==> config.mk <==
export PLATFORM = sky130hd
export DESIGN_NAME = asrc_ctrl
export DESIGN_NICKNAME = d
export VERILOG_FILES = /design/src/asrc_pkg.sv /design/src/asrc_ctrl.sv
export SDC_FILE = /design/constraint.sdc
export NUM_CORES = 1
export LEC_CHECK = 0
export ABC_AREA = 1
export BUFFER_PORTS_ARGS = -buffer_cell sky130_fd_sc_hd__buf_2
export CAP_MARGIN = 20
export CORE_MARGIN = 5
export CORE_UTILIZATION = 33
export CTS_BUF_LIST = sky130_fd_sc_hd__clkbuf_2 sky130_fd_sc_hd__clkbuf_4 sky130_fd_sc_hd__clkbuf_8
export CTS_CLUSTER_DIAMETER = 60
export DETAILED_ROUTE_END_ITERATION = 10
export HOLD_SLACK_MARGIN = 0.05
export PLACE_DENSITY = 0.7
export SLEW_MARGIN = 20
export SYNTH_ARGS = -nofsm -noshare
export SYNTH_HDL_FRONTEND = slang
export SYNTH_SLANG_ARGS = --single-unit
==> constraint.sdc <==
create_clock -name sys_clk -period 2.35 [get_ports sys_clk]
set_input_delay 0.235 -clock sys_clk [delete_from_list [all_inputs] [get_ports sys_clk]]
set_output_delay 0.235 -clock sys_clk [all_outputs]
set_load 0.02 [all_outputs]
==> src/asrc_pkg.sv <==
// package for the asynchronous sram access controller: timing and types
package asrc_pkg;
  // ==========================================================
  // clock
  localparam int unsigned CLK_PERIOD_PS = 20000;
  // ==========================================================
  // device timing, picoseconds, least values
  localparam int unsigned READ_CYCLE_PS = 10000;
  localparam int unsigned OE_TO_DATA_PS = 5000;
  localparam int unsigned SELECT_TO_WRITE_END_PS = 7000;
  localparam int unsigned ADDR_TO_WRITE_END_PS = 7000;
  localparam int unsigned STROBE_PULSE_WIDTH_PS = 7000;
  localparam int unsigned LANE_ENABLE_TO_WRITE_END_PS = 7000;
  localparam int unsigned WRITE_DATA_SETUP_PS = 5000;
  localparam int unsigned STROBE_FALL_FLOAT_PS = 5000;
  // ==========================================================
  // cycle counts, least times rounded up, at least one cycle
  function automatic int unsigned cyc_up(input int unsigned ps);
    int unsigned c;
    c = (ps + CLK_PERIOD_PS - 1) / CLK_PERIOD_PS;
    return (c < 1) ? 1 : c;
  endfunction : cyc_up
  localparam int unsigned READ_CYCLES = cyc_up(READ_CYCLE_PS);
  localparam int unsigned OE_DATA_CYCLES = cyc_up(OE_TO_DATA_PS);
  localparam int unsigned READ_WAIT_CYCLES =
    (READ_CYCLES > OE_DATA_CYCLES) ? READ_CYCLES : OE_DATA_CYCLES;
  localparam int unsigned STROBE_CYCLES = cyc_up(STROBE_PULSE_WIDTH_PS);
  localparam int unsigned SETUP_SUM_CYCLES = cyc_up(STROBE_FALL_FLOAT_PS + WRITE_DATA_SETUP_PS);
  localparam int unsigned WRITE_WAIT_CYCLES =
    (STROBE_CYCLES > SETUP_SUM_CYCLES) ? STROBE_CYCLES : SETUP_SUM_CYCLES;
  localparam int unsigned CNT_W = 4;
  // ==========================================================
  // widths and reset values
  localparam int unsigned ADDR_W = 19;
  localparam int unsigned DATA_W = 16;
  localparam logic [DATA_W-1:0] DATA_RESET = 16'h0000;
  localparam logic [ADDR_W-1:0] ADDR_RESET = 19'h00000;
  // ==========================================================
  // types
  typedef enum logic [1:0] {ST_IDLE, ST_READ, ST_WRITE, ST_DONE} asrc_state_e;
  typedef struct packed {
    logic chip_select_n;
    logic out_enable_n;
    logic write_strobe_n;
    logic low_lane_enable_n;
    logic high_lane_enable_n;
  } asrc_ctrl_s;
  localparam asrc_ctrl_s CTRL_IDLE = 5'h1F;
endpackage : asrc_pkg

==> src/asrc_ctrl.sv <==
// host-side controller that drives an asynchronous 16-bit two-lane sram
// ============================================================
// Summary of operation
// - write spans overlap of chip select and strobe low; ends at first rise.
// - data setup and hold measured against the terminating rising edge.
// - chip select and address stable 7 ns before write end.
// - address valid by write start; may change right after write end.
// - strobe low at least 7 ns; lane enables 7 ns before write end.
// - write data valid 5 ns before write end; zero hold.
// - strobe writes with output enable low last float time plus setup.
// - sample read data no sooner than 10 ns after stable address.
// - allow 5 ns from output enable low before read data is valid.
`timescale 1ns/1ps
`default_nettype none
module asrc_ctrl (
  // clock and reset
  input wire logic sys_clk,
  input wire logic reset_n,
  // user request
  input wire logic req_valid,
  output logic req_ready,
  input wire logic req_write,
  input wire logic [asrc_pkg::ADDR_W-1:0] req_addr,
  input wire logic [asrc_pkg::DATA_W-1:0] req_wdata,
  input wire logic [1:0] req_lane_n,
  // user answer
  output logic rsp_valid,
  output logic [asrc_pkg::DATA_W-1:0] rsp_rdata,
  // memory pins
  output logic [asrc_pkg::ADDR_W-1:0] mem_addr,
  output asrc_pkg::asrc_ctrl_s mem_ctrl,
  input wire logic [asrc_pkg::DATA_W-1:0] mem_data_in,
  output logic [asrc_pkg::DATA_W-1:0] mem_data_out,
  output logic mem_data_oe
);
  // ==========================================================
  // state
  asrc_pkg::asrc_state_e state_q;
  logic [asrc_pkg::CNT_W-1:0] cnt_q;
  logic write_q;
  logic [1:0] lane_n_q;

  // elaboration guard: the wait counter must reach the longest wait
  if (asrc_pkg::WRITE_WAIT_CYCLES >= (1 << asrc_pkg::CNT_W) ||
      asrc_pkg::READ_WAIT_CYCLES >= (1 << asrc_pkg::CNT_W)) begin : g_cnt_check
    $error("asrc_ctrl: wait counts exceed counter width");
  end

  assign req_ready = (state_q == asrc_pkg::ST_IDLE);

  // ==========================================================
  // sequencer
  // one idle cycle after each access keeps address changes clear of the
  // ending strobe edge, at the cost of throughput
  always_ff @(posedge sys_clk) begin
    if (!reset_n) begin
      state_q <= asrc_pkg::ST_IDLE;
      cnt_q <= '0;
    end else begin
      case (state_q)
        asrc_pkg::ST_IDLE: begin
          cnt_q <= '0;
          if (req_valid && req_lane_n != 2'h3) begin
            state_q <= req_write ? asrc_pkg::ST_WRITE : asrc_pkg::ST_READ;
          end
        end
        asrc_pkg::ST_READ: begin
          cnt_q <= cnt_q + 1'b1;
          if (cnt_q == asrc_pkg::CNT_W'(asrc_pkg::READ_WAIT_CYCLES - 1)) begin
            state_q <= asrc_pkg::ST_DONE;
          end
        end
        asrc_pkg::ST_WRITE: begin
          cnt_q <= cnt_q + 1'b1;
          if (cnt_q == asrc_pkg::CNT_W'(asrc_pkg::WRITE_WAIT_CYCLES - 1)) begin
            state_q <= asrc_pkg::ST_DONE;
          end
        end
        asrc_pkg::ST_DONE: state_q <= asrc_pkg::ST_IDLE;
        default: state_q <= asrc_pkg::ST_IDLE;
      endcase
    end
  end

  // ==========================================================
  // address, data and lane latches: held until the write has ended
  always_ff @(posedge sys_clk) begin
    if (!reset_n) begin
      mem_addr <= asrc_pkg::ADDR_RESET;
      mem_data_out <= asrc_pkg::DATA_RESET;
      write_q <= 1'b0;
      lane_n_q <= 2'h3;
    end else if (req_ready && req_valid && req_lane_n != 2'h3) begin
      mem_addr <= req_addr;
      mem_data_out <= req_wdata;
      write_q <= req_write;
      lane_n_q <= req_lane_n;
    end
  end

  // ==========================================================
  // pin drive: all strobes registered so they change on clock edges only
  always_ff @(posedge sys_clk) begin
    if (!reset_n) begin
      mem_ctrl <= asrc_pkg::CTRL_IDLE;
      mem_data_oe <= 1'b0;
    end else begin
      mem_ctrl <= asrc_pkg::CTRL_IDLE;
      mem_data_oe <= 1'b0;
      if (state_q == asrc_pkg::ST_IDLE && req_valid && req_lane_n != 2'h3) begin
        mem_ctrl.chip_select_n <= 1'b0;
        mem_ctrl.write_strobe_n <= !req_write;
        mem_ctrl.out_enable_n <= req_write;
        mem_ctrl.low_lane_enable_n <= req_lane_n[0];
        mem_ctrl.high_lane_enable_n <= req_lane_n[1];
        mem_data_oe <= req_write;
      end else if (state_q == asrc_pkg::ST_READ || state_q == asrc_pkg::ST_WRITE) begin
        if (!(cnt_q == asrc_pkg::CNT_W'((write_q ? asrc_pkg::WRITE_WAIT_CYCLES
                                                 : asrc_pkg::READ_WAIT_CYCLES) - 1))) begin
          mem_ctrl.chip_select_n <= 1'b0;
          mem_ctrl.write_strobe_n <= !write_q;
          mem_ctrl.out_enable_n <= write_q;
          mem_ctrl.low_lane_enable_n <= lane_n_q[0];
          mem_ctrl.high_lane_enable_n <= lane_n_q[1];
          mem_data_oe <= write_q;
        end else begin
          // chip select and strobe rise together; write data stays driven one cycle
          mem_data_oe <= write_q;
        end
      end
    end
  end

  // ==========================================================
  // read capture at the end of the access window
  always_ff @(posedge sys_clk) begin
    if (!reset_n) begin
      rsp_valid <= 1'b0;
      rsp_rdata <= asrc_pkg::DATA_RESET;
    end else begin
      rsp_valid <= 1'b0;
      if (state_q == asrc_pkg::ST_READ &&
          cnt_q == asrc_pkg::CNT_W'(asrc_pkg::READ_WAIT_CYCLES - 1)) begin
        rsp_valid <= 1'b1;
        // unselected lanes read as zero
        rsp_rdata[7:0] <= lane_n_q[0] ? 8'h00 : mem_data_in[7:0];
        rsp_rdata[15:8] <= lane_n_q[1] ? 8'h00 : mem_data_in[15:8];
      end else if (state_q == asrc_pkg::ST_WRITE &&
                   cnt_q == asrc_pkg::CNT_W'(asrc_pkg::WRITE_WAIT_CYCLES - 1)) begin
        rsp_valid <= 1'b1;
      end
    end
  end

  // ==========================================================
  // checks
  // helper: cycles the strobe has stood low, saturating; a repetition count
  // would tie the check to one clock rate
  logic [asrc_pkg::CNT_W-1:0] strobe_len_q;

  always_ff @(posedge sys_clk) begin
    if (!reset_n || mem_ctrl.write_strobe_n) begin
      strobe_len_q <= '0;
    end else if (strobe_len_q != '1) begin
      strobe_len_q <= strobe_len_q + 1'b1;
    end
  end
endmodule : asrc_ctrl
`default_nettype wire

==> reports/qor.yml <==
sta:
  finalCriticalPeriod_ns: 1.735
  fin_crit_sh_pct: 73.82
  fmax_ghz: 0.5764
  slew_violations: 0
  finalHoldViolCount: 0
  relSlewSlack_pct: 64.67
  fin_worst_skew_ns: 0.009571
  tns_ns: 0
  rsz0062_at_grt: "false"
  worst_slew_pin_slew_ns: 0.5284
  setup_viol: 0
hold_path:
  hold_class: "input pin to flip-flop"
  holdPathStages: 3
global_route:
  grt_max_degree: 30
  antenna_found_initial: 0
  grt_pass1_vias: 2523
  grt_overflow: 0
  grt_usage_pct: 14.14
  grt_pass1_wl_mm: 11.47
yosys:
  yosys.cell_types.count: 20
  yosysWarnings: 0
  synth_cells: 367
  synthesis.nets: 431
  synth_seq_area_share_pct: 50.59
  synth.avg_cell_area_um2: 7.224
  syn_area_mm2: 0.002651
  ys_ff_latch: 67
critical_path:
  slowest_stage: "nand3_1"
  crit_required_ns: 2.58
  start_kind: "flip-flop"
  crit_chain: "inv_1, ha_1, nand3_1, buf_12, o21ai_0, nor2_1"
  critPathKind: "flip-flop to flip-flop"
  critPathArrivalTime_ns: 1.96
  path_max_fanout: 27
  crit_path_end_kind: "flip-flop"
  reg2reg_depth: 6
  critPathMaxStageDelay_ns: 0.40
cells_and_area:
  fillers: 846
  fin_util_pct: 45.46
  regArea_mm2: 0.001341
  layout_common_cells: "buf_2 (115), nor2_1 (93), nand2_1 (91), dfxtp_1 (67), o21ai_0 (37)"
  instances_no_fill: 589
  syn_to_final_growth_pct: 33.18
  final_common_cell: "buf_2"
  multi_input_comb_area_mm2: 0.001096
  nNetsFinal: 546
  drive_above_1_share_pct: 29.57
  antennaDiodeCount: 0
cts:
  ctsHoldBuffers: 0
  clk_latency_ns: 0.33
  clock_path_buffers: 2
  cts_resized: 0
  root_buffer: "clkbuf_8"
  htree_levels: 3
  tritoncts: "done"
  cts_made_buffers: 9
  clk_pin_slew_ns: 0.07
  cts_setup_buffers: 0
  clock_sinks: 67
detailed_routing:
  viasPerCell: 4.399
  wl_per_cell_um: 11.56
  drt.antenna.violating_nets: 0
  drt_iter0_drc: 116
  vias: 2591
  dr.pass1.iters: 4
  drc_errors: 0
  drt_wl_total_mm: 6.807
place:
  gp_congestion: 0.7696
  io_buffer_count: 115
  hpwl_mm: 5.156
  dp.cells: 573
die:
  die_h_um: 99.64
  start_util_pct: 34.13
  dieWidth_um: 99.64
  coreArea_mm2: 0.007767
  num_rows: 32
  die_area_mm2: 0.009927
  boundaryPins: 116
pwr:
  ir_drop_v: 0.0003640
  powerDensity_mw_per_mm2: 1226
  leakage_nw: 1.813
status:
  status: "complete, no violations"
flow_run:
  max-cap-violations: 0
## through the flow
stage	worst slack (ns)	power (mW)	instance area (um^2)	hold slack, ns
floorplan	0.9076	2.857	2651	0.3672
global placement	0.7230	3.335	3318	0.4573
detailed placement	0.6035	3.381	3318	0.4677
CTS	0.5946	4.393	3531	0.1258
global route	0.4298	4.704	3531	0.1450
finish	0.6152	4.327	3531	0.1444
## layout make-up
class / instances / share of cell area, %
clock buffers: 12 / 4.678
clock inverters: 4 / 1.347
inverters: 32 / 3.402
multi-input cells: 251 / 31.04
flip-flops and latches: 67 / 37.99
well taps: 102 / 3.614
repair buffers: 121 / 17.93
## power by group
group	internal, mW	switching, mW
Combinational	0.610	1.15
Clock	0.573	0.418
Sequential	1.43	0.146
## registers in the layout, summed over array words and instances (netlist names)
| name | flops |
|---|---|
| mem_ctrl | 5 |
| lane_n_q | 2 |
| cnt_q | 4 |
| rsp_valid | 1 |
| write_q | 1 |
| mem_data_out | 16 |
| mem_data_oe | 1 |
| mem_addr | 19 |
| state_q | 2 |
| rsp_rdata | 16 |
## worst max-delay path, delay by kind of cell, from the launching register on
kind / cells / cell delay [ns]
adder cells (fa/ha/maj): 1 / 0.21
buffers and inverters: 2 / 0.44
flip-flops: 1 / 0.35
AO/OA/AOI/OAI: 1 / 0.17
AND/OR/NAND/NOR: 2 / 0.46
## routing by layer
layer  part of all wire, %  track usage [%]  vias up  wire [um]
li1                      -                -     1360          -
met1                    44            16.61     1161       2975
met2                    48            24.12       63       3300
met3                   7.1            5.540        7        482
met4                  0.71            3.571        0         48
met5                     0                0        -          0
## cell families after synthesis
logic type               share of synthesized area (%)
AND/OR/NAND/NOR                                  29.59
flip-flops                                       50.59
buffers and inverters                            8.070
AO/OA/AOI/OAI                                    8.448
adder cells (fa/ha/maj)                          3.303
## cell usage after synthesis
library cell,number,area (um^2)
inv_1,30,112.6
ha_1,7,87.58
and3_1,1,6.260
buf_6,1,11.26
buf_2,6,30.03
a21oi_1,6,30.03
o21ai_0,37,185.2
dfxtp_1,67,1341
inv_2,2,7.510
nand2_2,1,6.260
nor2_1,93,349.1
a21oi_2,1,8.760
nor3_1,1,5.000
buf_4,4,30.03
nand3_2,1,10.01
nand4_1,3,18.77
clkbuf_1,6,22.52
nor2_2,2,12.51
nand2_1,91,341.6
nand3_1,7,35.03
## path summary, 6_finish.rpt
| check | startpoint | end | slack, ns |
|---|---|---|---|
| setup / recovery | state_q[0] | mem_data_out[8] | 0.62 |
| hold / removal | req_wdata[10] | mem_data_out[10] | 0.14 |
| setup reg to reg | state_q[0] | mem_data_out[8] | 0.62 |
| hold reg to reg | mem_data_out[15] | mem_data_out[15] | 0.48 |
No activity file was read; power rests on OpenSTA's default activity.
